File: src/hw/ird_pkg.sv
package ird_pkg;

  // ****************************************************************
  // Register map, byte addresses on the register bus.
  // ****************************************************************
  localparam logic [4:0] REG_CTRL = 5'h00;
  localparam logic [4:0] REG_TBL_BASE_LO = 5'h04;
  localparam logic [4:0] REG_TBL_BASE_HI = 5'h08;
  localparam logic [4:0] REG_TBL_SIZE = 5'h0C;
  localparam logic [4:0] REG_FAULT = 5'h10;
  localparam logic [4:0] REG_FAULT_SRC = 5'h14;
  localparam logic [4:0] REG_INVAL = 5'h18;
  localparam logic [4:0] REG_CAP = 5'h1C;

  // ****************************************************************
  // Register fields and reset values.
  // ****************************************************************
  localparam int CTRL_REMAP_EN_BIT = 0;
  localparam int CTRL_COMPAT_BIT = 1;
  localparam int FAULT_PEND_BIT = 0;
  localparam int FAULT_OVF_BIT = 1;
  localparam int INVAL_ALL_BIT = 0;
  localparam int INVAL_ONE_BIT = 1;
  localparam int CAP_COHERENT_BIT = 0;
  localparam int CAP_BUSY_BIT = 1;
  localparam logic [1:0] CTRL_RESET = 2'h0;
  localparam logic [16:0] TBL_SIZE_RESET = 17'h00000;
  localparam logic [16:0] TBL_SIZE_MAX = 17'h10000;

  // ****************************************************************
  // Interrupt request address and data layout.
  // ****************************************************************
  localparam logic [11:0] IRQ_ADDR_ID = 12'hFEE;
  localparam int ADDR_FMT_BIT = 4;
  localparam int ADDR_SHV_BIT = 3;
  localparam int ADDR_HANDLE_MSB_BIT = 2;
  localparam logic [3:0] DWORD_BE = 4'hF;

  // ****************************************************************
  // Remap entry layout.
  // ****************************************************************
  localparam int ENT_PRESENT = 0;
  localparam int ENT_FPD = 1;
  localparam int ENT_DEST_MODE = 2;
  localparam int ENT_REDIR = 3;
  localparam int ENT_TRIGGER = 4;
  localparam int ENT_DELIV_LO = 5;
  localparam int ENT_VECTOR_LO = 16;
  localparam int ENT_DEST_LO = 32;
  localparam int ENT_SID_LO = 64;
  localparam int ENT_SQ_LO = 80;
  localparam int ENT_SVT_LO = 82;
  localparam logic [127:0] ENT_RSVD_MASK = 128'hFFFFFFFFFFF00000_00000000FF00FF00;
  localparam logic [1:0] SVT_NONE = 2'h0;
  localparam logic [1:0] SVT_FULL = 2'h1;
  localparam logic [1:0] SVT_BUS_RANGE = 2'h2;

  // ****************************************************************
  // Fault reasons.
  // ****************************************************************
  localparam logic [7:0] FLT_REQ_RSVD = 8'h20;
  localparam logic [7:0] FLT_INDEX_RANGE = 8'h21;
  localparam logic [7:0] FLT_NOT_PRESENT = 8'h22;
  localparam logic [7:0] FLT_TABLE_ERR = 8'h23;
  localparam logic [7:0] FLT_ENTRY_BAD = 8'h24;
  localparam logic [7:0] FLT_COMPAT_BLOCK = 8'h25;
  localparam logic [7:0] FLT_SRC_ID = 8'h26;

  typedef enum logic [3:0] {
    ST_IDLE, ST_CLASSIFY, ST_LOOKUP, ST_FETCH, ST_WAIT, ST_VERIFY,
    ST_EMIT_INT, ST_EMIT_MW, ST_FAULT
  } ird_state_t;

endpackage

File: src/hw/ird_top.sv
// Added by the designer: the placing of the registers and register access over Avalon-MM.
`timescale 1ns/10ps
`default_nettype none
module ird_top
  import ird_pkg::*;
#(
  parameter int CACHE_ENTRIES = 8,
  parameter bit COHERENT = 1'b1
)
(
  // Clock and reset.
  input wire logic CLK_SYS,
  input wire logic RESETN,
  // Register bus.
  input wire logic [4:0] AVS_ADDRESS,
  input wire logic AVS_READ,
  input wire logic AVS_WRITE,
  input wire logic [31:0] AVS_WRITEDATA,
  input wire logic [3:0] AVS_BYTEENABLE,
  output logic [31:0] AVS_READDATA,
  output logic AVS_WAITREQUEST,
  // Upstream write requests.
  input wire logic IN_VALID,
  output logic IN_READY,
  input wire logic [31:0] IN_ADDR,
  input wire logic [31:0] IN_DATA,
  input wire logic [3:0] IN_BE,
  input wire logic [15:0] IN_SRC_ID,
  // Ordinary memory write path.
  output logic MW_VALID,
  input wire logic MW_READY,
  output logic [31:0] MW_ADDR,
  output logic [31:0] MW_DATA,
  output logic [3:0] MW_BE,
  // Interrupt delivery path.
  output logic INT_VALID,
  input wire logic INT_READY,
  output logic [31:0] INT_ADDR,
  output logic [31:0] INT_DATA,
  output logic INT_REMAPPED,
  // Remap table fetch.
  output logic MEM_REQ_VALID,
  input wire logic MEM_REQ_READY,
  output logic [63:0] MEM_REQ_ADDR,
  output logic MEM_REQ_NOSNOOP,
  input wire logic MEM_RSP_VALID,
  input wire logic [127:0] MEM_RSP_DATA,
  input wire logic MEM_RSP_ERR,
  // Fault report.
  output logic FAULT_VALID,
  output logic [7:0] FAULT_REASON,
  output logic [15:0] FAULT_SRC_ID,
  output logic [15:0] FAULT_INDEX
);

  localparam int CW = $clog2(CACHE_ENTRIES);

  generate
    if (CACHE_ENTRIES < 2 || CACHE_ENTRIES > 256 || (1 << CW) != CACHE_ENTRIES)
    begin : g_bad_cache
      $error("CACHE_ENTRIES must be a power of two from 2 to 256.");
    end
  endgenerate

  // ****************************************************************
  // Register bus slave.
  // ****************************************************************
  logic ack_ff, nxt_ack;
  logic [31:0] rdata_ff, nxt_rdata;
  logic [1:0] ctrl_ff, nxt_ctrl;
  logic [31:0] base_lo_ff, nxt_base_lo, base_hi_ff, nxt_base_hi;
  logic [16:0] size_ff, nxt_size;
  logic [31:0] fault_ff, nxt_fault;
  logic [15:0] fault_src_ff, nxt_fault_src;
  logic wr_en, inval_all, inval_one;
  logic [15:0] inval_idx;
  logic rec_fault;
  ird_state_t state_ff, nxt_state;

  function automatic logic [31:0] be_merge(input logic [31:0] old, input logic [31:0] nw,
                                           input logic [3:0] be);
    logic [31:0] r;
    r = old;
    for (int i = 0; i < 4; i++)
    begin
      if (be[i])
      begin
        r[i*8 +: 8] = nw[i*8 +: 8];
      end
    end
    return r;
  endfunction

  assign AVS_WAITREQUEST = (AVS_READ | AVS_WRITE) & ~ack_ff;
  assign AVS_READDATA = rdata_ff;
  assign wr_en = AVS_WRITE & ack_ff;
  assign inval_all = wr_en && AVS_ADDRESS[4:2] == REG_INVAL[4:2] && AVS_BYTEENABLE[0] &&
                     AVS_WRITEDATA[INVAL_ALL_BIT];
  assign inval_one = wr_en && AVS_ADDRESS[4:2] == REG_INVAL[4:2] && AVS_BYTEENABLE[0] &&
                     AVS_WRITEDATA[INVAL_ONE_BIT];
  assign inval_idx = AVS_WRITEDATA[31:16];

  always_comb
  begin
    logic [31:0] m;
    m = 32'h00000000;
    nxt_ack = (AVS_READ | AVS_WRITE) & ~ack_ff;
    nxt_rdata = rdata_ff;
    nxt_ctrl = ctrl_ff;
    nxt_base_lo = base_lo_ff;
    nxt_base_hi = base_hi_ff;
    nxt_size = size_ff;
    nxt_fault = fault_ff;
    nxt_fault_src = fault_src_ff;
    if (AVS_READ && !ack_ff)
    begin
      unique case (AVS_ADDRESS[4:2])
        REG_CTRL[4:2]: nxt_rdata = {30'h00000000, ctrl_ff};
        REG_TBL_BASE_LO[4:2]: nxt_rdata = base_lo_ff;
        REG_TBL_BASE_HI[4:2]: nxt_rdata = base_hi_ff;
        REG_TBL_SIZE[4:2]: nxt_rdata = {15'h0000, size_ff};
        REG_FAULT[4:2]: nxt_rdata = fault_ff;
        REG_FAULT_SRC[4:2]: nxt_rdata = {16'h0000, fault_src_ff};
        REG_INVAL[4:2]: nxt_rdata = 32'h00000000;
        REG_CAP[4:2]: nxt_rdata = {30'h00000000, state_ff != ST_IDLE, COHERENT};
      endcase
    end
    if (wr_en)
    begin
      unique case (AVS_ADDRESS[4:2])
        REG_CTRL[4:2]:
        begin
          m = be_merge({30'h00000000, ctrl_ff}, AVS_WRITEDATA, AVS_BYTEENABLE);
          nxt_ctrl = m[1:0];
        end
        REG_TBL_BASE_LO[4:2]: nxt_base_lo = be_merge(base_lo_ff, AVS_WRITEDATA, AVS_BYTEENABLE);
        REG_TBL_BASE_HI[4:2]: nxt_base_hi = be_merge(base_hi_ff, AVS_WRITEDATA, AVS_BYTEENABLE);
        REG_TBL_SIZE[4:2]:
        begin
          m = be_merge({15'h0000, size_ff}, AVS_WRITEDATA, AVS_BYTEENABLE);
          nxt_size = (m[16:0] > TBL_SIZE_MAX) ? TBL_SIZE_MAX : m[16:0];
        end
        REG_FAULT[4:2]:
        begin
          if (AVS_BYTEENABLE[0])
          begin
            nxt_fault[1:0] = fault_ff[1:0] & ~AVS_WRITEDATA[1:0];
          end
        end
        default: nxt_fault = nxt_fault;
      endcase
    end
    if (rec_fault)
    begin
      nxt_fault[FAULT_OVF_BIT] = fault_ff[FAULT_PEND_BIT] | nxt_fault[FAULT_OVF_BIT];
      nxt_fault[FAULT_PEND_BIT] = 1'b1;
      nxt_fault[15:8] = FAULT_REASON;
      nxt_fault[31:16] = FAULT_INDEX;
      nxt_fault_src = FAULT_SRC_ID;
    end
  end

  always_ff @(posedge CLK_SYS or negedge RESETN)
  begin
    if (!RESETN)
    begin
      ack_ff <= 1'b0;
      rdata_ff <= 32'h00000000;
      ctrl_ff <= CTRL_RESET;
      base_lo_ff <= 32'h00000000;
      base_hi_ff <= 32'h00000000;
      size_ff <= TBL_SIZE_RESET;
      fault_ff <= 32'h00000000;
      fault_src_ff <= 16'h0000;
    end
    else
    begin
      ack_ff <= nxt_ack;
      rdata_ff <= nxt_rdata;
      ctrl_ff <= nxt_ctrl;
      base_lo_ff <= nxt_base_lo;
      base_hi_ff <= nxt_base_hi;
      size_ff <= nxt_size;
      fault_ff <= nxt_fault;
      fault_src_ff <= nxt_fault_src;
    end
  end

  // ****************************************************************
  // Remap entry cache.
  // ****************************************************************
  logic [127:0] c_data [CACHE_ENTRIES];
  logic [15-CW:0] c_tag [CACHE_ENTRIES];
  logic [CACHE_ENTRIES-1:0] c_vld_ff, nxt_c_vld;
  logic fill_en, c_hit, inv_pend_ff, nxt_inv_pend;
  logic [15:0] idx_ff, nxt_idx;
  logic [CW-1:0] c_slot;

  assign c_slot = idx_ff[CW-1:0];
  assign c_hit = c_vld_ff[c_slot] && c_tag[c_slot] == idx_ff[15:CW];

  always_comb
  begin
    nxt_c_vld = c_vld_ff;
    if (fill_en)
    begin
      nxt_c_vld[c_slot] = 1'b1;
    end
    if (inval_all)
    begin
      nxt_c_vld = '0;
    end
    else if (inval_one && c_tag[inval_idx[CW-1:0]] == inval_idx[15:CW])
    begin
      nxt_c_vld[inval_idx[CW-1:0]] = 1'b0;
    end
  end

  always_ff @(posedge CLK_SYS or negedge RESETN)
  begin
    if (!RESETN)
    begin
      c_vld_ff <= '0;
    end
    else
    begin
      c_vld_ff <= nxt_c_vld;
    end
  end

  always_ff @(posedge CLK_SYS)
  begin
    if (fill_en)
    begin
      c_data[c_slot] <= MEM_RSP_DATA;
      c_tag[c_slot] <= idx_ff[15:CW];
    end
  end

  // ****************************************************************
  // Request decode, checks and output generation.
  // ****************************************************************
  logic [31:0] req_addr_ff, nxt_req_addr, req_data_ff, nxt_req_data;
  logic [3:0] req_be_ff, nxt_req_be;
  logic [15:0] req_src_ff, nxt_req_src;
  logic [127:0] ent_ff, nxt_ent;
  logic [31:0] int_addr_ff, nxt_int_addr, int_data_ff, nxt_int_data;
  logic int_remap_ff, nxt_int_remap;
  logic [63:0] mem_addr_ff, nxt_mem_addr;
  logic [7:0] flt_reason_ff, nxt_flt_reason;
  logic flt_report_ff, nxt_flt_report;
  logic is_int, fmt_remap, subhandle_valid, req_rsvd_bad, idx_over, ent_bad, src_ok;
  logic [15:0] handle, expected_source_id, sq_mask;
  logic [16:0] index_sum;

  assign is_int = req_addr_ff[31:20] == IRQ_ADDR_ID && req_be_ff == DWORD_BE;
  assign fmt_remap = req_addr_ff[ADDR_FMT_BIT];
  assign subhandle_valid = req_addr_ff[ADDR_SHV_BIT];
  // Address bits 1:0 take no part in any decision below.
  assign handle = {req_addr_ff[ADDR_HANDLE_MSB_BIT], req_addr_ff[19:5]};
  assign req_rsvd_bad = subhandle_valid && req_data_ff[31:16] != 16'h0000;
  assign index_sum = subhandle_valid ? {1'b0, handle} + {1'b0, req_data_ff[15:0]}
                         : {1'b0, handle};
  assign idx_over = index_sum >= size_ff;
  assign expected_source_id = ent_ff[ENT_SID_LO +: 16];
  assign ent_bad = (ent_ff & ENT_RSVD_MASK) != '0 || ent_ff[ENT_SVT_LO +: 2] == 2'h3;
  always_comb
  begin
    unique case (ent_ff[ENT_SQ_LO +: 2])
      2'h0: sq_mask = 16'hFFFF;
      2'h1: sq_mask = 16'hFFFB;
      2'h2: sq_mask = 16'hFFF9;
      2'h3: sq_mask = 16'hFFF8;
    endcase
    unique case (ent_ff[ENT_SVT_LO +: 2])
      SVT_FULL: src_ok = (req_src_ff & sq_mask) == (expected_source_id & sq_mask);
      SVT_BUS_RANGE: src_ok = req_src_ff[15:8] >= expected_source_id[15:8] && req_src_ff[15:8] <= expected_source_id[7:0];
      default: src_ok = 1'b1;
    endcase
  end

  assign IN_READY = state_ff == ST_IDLE;
  assign MW_VALID = state_ff == ST_EMIT_MW;
  assign MW_ADDR = req_addr_ff;
  assign MW_DATA = req_data_ff;
  assign MW_BE = req_be_ff;
  assign INT_VALID = state_ff == ST_EMIT_INT;
  assign INT_ADDR = int_addr_ff;
  assign INT_DATA = int_data_ff;
  assign INT_REMAPPED = int_remap_ff;
  assign MEM_REQ_VALID = state_ff == ST_FETCH;
  assign MEM_REQ_ADDR = mem_addr_ff;
  assign MEM_REQ_NOSNOOP = !COHERENT;
  assign FAULT_VALID = state_ff == ST_FAULT && flt_report_ff;
  assign FAULT_REASON = flt_reason_ff;
  assign FAULT_SRC_ID = req_src_ff;
  assign FAULT_INDEX = idx_ff;
  assign rec_fault = FAULT_VALID;
  assign fill_en = state_ff == ST_WAIT && MEM_RSP_VALID && !MEM_RSP_ERR && !inv_pend_ff;

  always_comb
  begin
    nxt_state = state_ff;
    nxt_req_addr = req_addr_ff;
    nxt_req_data = req_data_ff;
    nxt_req_be = req_be_ff;
    nxt_req_src = req_src_ff;
    nxt_idx = idx_ff;
    nxt_ent = ent_ff;
    nxt_int_addr = int_addr_ff;
    nxt_int_data = int_data_ff;
    nxt_int_remap = int_remap_ff;
    nxt_mem_addr = mem_addr_ff;
    nxt_flt_reason = flt_reason_ff;
    nxt_flt_report = flt_report_ff;
    nxt_inv_pend = inv_pend_ff | inval_all | inval_one;
    unique case (state_ff)
      ST_IDLE:
      begin
        if (IN_VALID)
        begin
          nxt_req_addr = IN_ADDR;
          nxt_req_data = IN_DATA;
          nxt_req_be = IN_BE;
          nxt_req_src = IN_SRC_ID;
          nxt_state = ST_CLASSIFY;
        end
      end
      ST_CLASSIFY:
      begin
        nxt_idx = index_sum[15:0];
        nxt_flt_report = 1'b1;
        nxt_int_addr = req_addr_ff;
        nxt_int_data = req_data_ff;
        nxt_int_remap = 1'b0;
        if (!is_int)
        begin
          nxt_state = ST_EMIT_MW;
        end
        else if (!ctrl_ff[CTRL_REMAP_EN_BIT] || !fmt_remap)
        begin
          if (ctrl_ff[CTRL_REMAP_EN_BIT] && !ctrl_ff[CTRL_COMPAT_BIT])
          begin
            nxt_flt_reason = FLT_COMPAT_BLOCK;
            nxt_state = ST_FAULT;
          end
          else
          begin
            nxt_state = ST_EMIT_INT;
          end
        end
        else if (req_rsvd_bad)
        begin
          nxt_flt_reason = FLT_REQ_RSVD;
          nxt_state = ST_FAULT;
        end
        else if (idx_over)
        begin
          nxt_flt_reason = FLT_INDEX_RANGE;
          nxt_state = ST_FAULT;
        end
        else
        begin
          nxt_state = ST_LOOKUP;
        end
      end
      ST_LOOKUP:
      begin
        nxt_mem_addr = {base_hi_ff, base_lo_ff[31:12], 12'h000} + {44'h00000000000, idx_ff, 4'h0};
        nxt_inv_pend = 1'b0;
        if (c_hit)
        begin
          nxt_ent = c_data[c_slot];
          nxt_state = ST_VERIFY;
        end
        else
        begin
          nxt_state = ST_FETCH;
        end
      end
      ST_FETCH:
      begin
        if (MEM_REQ_READY)
        begin
          nxt_state = ST_WAIT;
        end
      end
      ST_WAIT:
      begin
        if (MEM_RSP_VALID && MEM_RSP_ERR)
        begin
          nxt_flt_reason = FLT_TABLE_ERR;
          nxt_state = ST_FAULT;
        end
        else if (MEM_RSP_VALID)
        begin
          nxt_ent = MEM_RSP_DATA;
          nxt_state = ST_VERIFY;
        end
      end
      ST_VERIFY:
      begin
        nxt_flt_report = !ent_ff[ENT_FPD];
        nxt_state = ST_FAULT;
        if (!ent_ff[ENT_PRESENT])
        begin
          nxt_flt_reason = FLT_NOT_PRESENT;
        end
        else if (ent_bad)
        begin
          nxt_flt_reason = FLT_ENTRY_BAD;
        end
        else if (!src_ok)
        begin
          nxt_flt_reason = FLT_SRC_ID;
        end
        else
        begin
          nxt_int_addr = {IRQ_ADDR_ID, ent_ff[ENT_DEST_LO +: 8], 7'h00, 1'b0,
                          ent_ff[ENT_REDIR], ent_ff[ENT_DEST_MODE], 2'h0};
          nxt_int_data = {16'h0000, ent_ff[ENT_TRIGGER], 4'h0, ent_ff[ENT_DELIV_LO +: 3],
                          ent_ff[ENT_VECTOR_LO +: 8]};
          nxt_int_remap = 1'b1;
          nxt_flt_report = 1'b1;
          nxt_state = ST_EMIT_INT;
        end
      end
      ST_EMIT_INT:
      begin
        if (INT_READY)
        begin
          nxt_state = ST_IDLE;
        end
      end
      ST_EMIT_MW:
      begin
        if (MW_READY)
        begin
          nxt_state = ST_IDLE;
        end
      end
      ST_FAULT: nxt_state = ST_IDLE;
      default: nxt_state = ST_IDLE;
    endcase
  end

  always_ff @(posedge CLK_SYS or negedge RESETN)
  begin
    if (!RESETN)
    begin
      state_ff <= ST_IDLE;
      req_addr_ff <= 32'h00000000;
      req_data_ff <= 32'h00000000;
      req_be_ff <= 4'h0;
      req_src_ff <= 16'h0000;
      idx_ff <= 16'h0000;
      ent_ff <= '0;
      int_addr_ff <= 32'h00000000;
      int_data_ff <= 32'h00000000;
      int_remap_ff <= 1'b0;
      mem_addr_ff <= 64'h0000000000000000;
      flt_reason_ff <= 8'h00;
      flt_report_ff <= 1'b0;
      inv_pend_ff <= 1'b0;
    end
    else
    begin
      state_ff <= nxt_state;
      req_addr_ff <= nxt_req_addr;
      req_data_ff <= nxt_req_data;
      req_be_ff <= nxt_req_be;
      req_src_ff <= nxt_req_src;
      idx_ff <= nxt_idx;
      ent_ff <= nxt_ent;
      int_addr_ff <= nxt_int_addr;
      int_data_ff <= nxt_int_data;
      int_remap_ff <= nxt_int_remap;
      mem_addr_ff <= nxt_mem_addr;
      flt_reason_ff <= nxt_flt_reason;
      flt_report_ff <= nxt_flt_report;
      inv_pend_ff <= nxt_inv_pend;
    end
  end
endmodule
`default_nettype wire

File: config.mk
export PLATFORM = sky130hd
export DESIGN_NAME = ird_top
export DESIGN_NICKNAME = d
export VERILOG_FILES = /design/src/hw/ird_pkg.sv /design/src/hw/ird_top.sv
export SDC_FILE = /design/constraint.sdc
export NUM_CORES = 2
export LEC_CHECK = 0
export BUFFER_PORTS_ARGS = -buffer_cell sky130_fd_sc_hd__clkbuf_2
export CAP_MARGIN = 25
export CORE_MARGIN = 2
export CORE_UTILIZATION = 60
export DETAILED_ROUTE_END_ITERATION = 8
export PLACE_DENSITY_LB_ADDON = 0.12
export SLEW_MARGIN = 20
export SYNTH_ARGS = -nofsm -noshare
export SYNTH_HDL_FRONTEND = slang
export SYNTH_SLANG_ARGS = --single-unit
File: constraint.sdc
create_clock -name CLK_SYS -period 24.8 [get_ports CLK_SYS]
set_clock_uncertainty 0.2 [all_clocks]
set_input_delay 3.72 -clock CLK_SYS [delete_from_list [all_inputs] [get_ports CLK_SYS]]
set_output_delay 3.72 -clock CLK_SYS [all_outputs]
set_load 0.05 [all_outputs]
==> flow_summary.ini <==
[sta]
fmax_ghz = 0.122
finalSetupViolCount = 0
tns_ns = 0
finalWorstSetupSlack_ns = 16.57
period_share_pct = 33.2
rsz0062_at_grt = false
hold_violations = 0
hold_ws_ns = 0.273
worstMarginPinSlew_ns = 1.12
period_minus_slack_ns = 8.23
relSlewSlack_pct = 25.4
slew_viol_final = 0

[detailed_routing]
vias_per_cell = 6.48
routedWlPerCell_um = 28.4
ant_nets = 0
first_iter_violations = 3554
vias = 36652
drt_wl_total_um = 161000
dr.pass1.iters = 6
drcViolationCount = 0

[clock_network]
htree_levels = 4
cts_tree = done
clockBufferDepth = 3
cts_resized = 0
cts_inserted_buffers = 148
cts_sinks = 1437
ctsHoldBuffers = 0
cts_setup_buffers = 0
root_buffer = clkbuf_16
clk_pin_slew_ns = 0.06
clk_latency_ns = 0.75

[finish]
fin_nets = 4547
final_cells = 5655
utilization_pct = 69.4
fillers = 6709
area_growth_syn_to_layout_pct = 14.6
regArea_um2 = 40700
layout_commonest_cell = edfxtp_1
drive_gt1_share_pct = 33.4
fin_area_um2 = 69500
final_cell_mix = 936 x edfxtp_1, 502 x clkbuf_2, 498 x dfrtp_1
multi_input_area_um2 = 18700

[synth]
syn_inst = 3731
netlist.area_leader.share_pct = 46.4
synth_top_area_cell = edfxtp_1
avgSynthCellArea_um2 = 16.3
synth_warnings = 0
synth-edff-count = 936
synth_area_leaders = edfxtp_1 46%, dfrtp_1 21%, mux4_2 8.2%
yosysSeqAreaShare_pct = 67.0
ys_seq_elements = 1437
async_flop_share_pct = 34.9
synth_area_um2 = 60600
synth_ff_type = edfxtp_1
synth.distinct_cells = 73

[power_and_ir_drop]
power_mw = 8.89
power_density_nw_per_um2 = 128
power_leakage_nw = 26.1
vdd_drop_max_v = 0.000113

[grt]
grt_usage_pct = 31.4
grt_max_degree = 158
grt_pass1_vias = 36636
antenna_found_initial = 23
grt_overflow = 0
grt_pass1_wl_um = 239000

[worst_setup_path]
crit_start = AVS_READ
crit_path_max_fanout = 2
worstRegToRegCells = 10
setup.worst_path.end = AVS_WAITREQUEST
reg2reg_from = FAULT_INDEX[0]
path_class = input port to primary output
crit_path_end_kind = primary output
r2r-end = ent_ff[126]
startpoint_type = input port
critPathRequiredTime_ns = 20.88
r2r_setup_slack_ns = 19.19
worstPathArrival_ns = 4.31

[placement]
dpl.cell_count = 5367
placed_area_um2 = 64300
place_congestion = 0.905
dpl.hpwl_um = 99000
io_buffers = 503
dp_slack_ns = 16.60

[die]
die_h_um = 322
initial_core_util_pct = 60.5
num_rows = 116
coreArea_um2 = 100000
die_w_um = 322
dieArea_um2 = 104000
io_pins = 539

[status]
outcome = complete, no violations

[run]
drv_cap = 0

[min_path]
hp-class = flop to flop
-- cell families after synthesis --
logic type                 synth area share, %
buffers and inverters                     2.40
muxes                                     15.7
AOI/OAI and AO/OA                         8.14
adders and majority gates                 1.30
DFF                                       67.0
and+or+nand+nor                           4.08
other                                  0.00618
xor gates and xnor gates                  1.33
-- worst min-delay path by stage --
stage | slack, ns | start | endpoint | cells past startpoint
floorplan | 0.26 | FAULT_REASON[5] | FAULT_REASON[5] | 1
global placement | 0.24 | ack_ff | ack_ff | 1
detailed placement | 0.26 | ack_ff | ack_ff | 1
CTS | 0.27 | ack_ff | ack_ff | 1
global route | 0.30 | MEM_REQ_ADDR[43] | MEM_REQ_ADDR[43] | 2
finish | 0.27 | MEM_REQ_ADDR[6] | MEM_REQ_ADDR[6] | 2
-- worst max-delay path, cell delays in order --
cell,delay [ns]
clkbuf_2,0.12
nor2_1,0.05
nor2_1,0.12
clkbuf_2,0.30
-- metal layers --
| metal | global-route usage [%] | routed length, um |
|---|---|---|
| met3 | 7.53 | 15000 |
| met1 | 44.1 | 64900 |
| met2 | 49.0 | 76200 |
| met4 | 9.96 | 4510 |
| met5 | 0 | 176 |
-- state kept, by name, indices dropped and copies added (netlist names), 16 cells and up --
register / cells
AVS_READDATA: 32
FAULT_INDEX: 16
FAULT_SRC_ID: 16
INT_ADDR: 32
INT_DATA: 32
MEM_REQ_ADDR: 60
MW_ADDR: 32
MW_DATA: 32
base_hi_ff: 32
base_lo_ff: 32
c_data: 832
c_tag: 104
ent_ff: 104
fault_ff: 22
fault_src_ff: 16
size_ff: 17
-- where the power goes --
| part | switching (mW) | internal [mW] | leakage, nW |
|---|---|---|---|
| Sequential | 0.415 | 2.95 | 14.6 |
| Clock | 0.924 | 1.36 | 2.44 |
| Combinational | 2.01 | 1.24 | 9.13 |
| Total | 3.34 | 5.55 | 26.1 |
-- layout make-up --
| class | count | share of cell area (%) |
|---|---|---|
| timing repair buffer | 578 | 4.61 |
| clock inverter | 62 | 1.09 |
| inverter | 64 | 0.346 |
| clock buffer | 213 | 6.14 |
| antenna | 10 | 0.0360 |
| sequential | 1437 | 58.5 |
| tap | 1298 | 2.34 |
| multi-input combinational | 1993 | 26.9 |
-- cell usage after synthesis, types with 6 or more instances --
| master | instances |
|---|---|
| xor2_1 | 41 |
| nor4_1 | 32 |
| clkbuf_1 | 137 |
| a211oi_1 | 6 |
| nand2b_1 | 22 |
| ha_1 | 60 |
| buf_4 | 37 |
| mux2_2 | 335 |
| nand4_1 | 29 |
| inv_1 | 64 |
| a21o_1 | 13 |
| a31oi_1 | 27 |
| dfrtp_1 | 501 |
| a221o_1 | 9 |
| o21bai_1 | 6 |
| a2bb2oi_2 | 60 |
| a21oi_1 | 103 |
| o221ai_1 | 6 |
| nand3_1 | 28 |
| nor2b_1 | 19 |
| a221oi_1 | 18 |
| buf_2 | 26 |
| mux2i_1 | 76 |
| nand2_1 | 217 |
| o21ai_0 | 126 |
| o22ai_1 | 130 |
| nor3_1 | 24 |
| nor2_1 | 100 |
| a22oi_1 | 27 |
| edfxtp_1 | 936 |
| xnor2_1 | 51 |
| a2bb2oi_1 | 45 |
| and3_1 | 23 |
| buf_1 | 35 |
| a22o_1 | 56 |
| or2_2 | 6 |
| mux4_2 | 221 |
| and2_1 | 8 |
No activity file was read; power rests on OpenSTA's default activity.
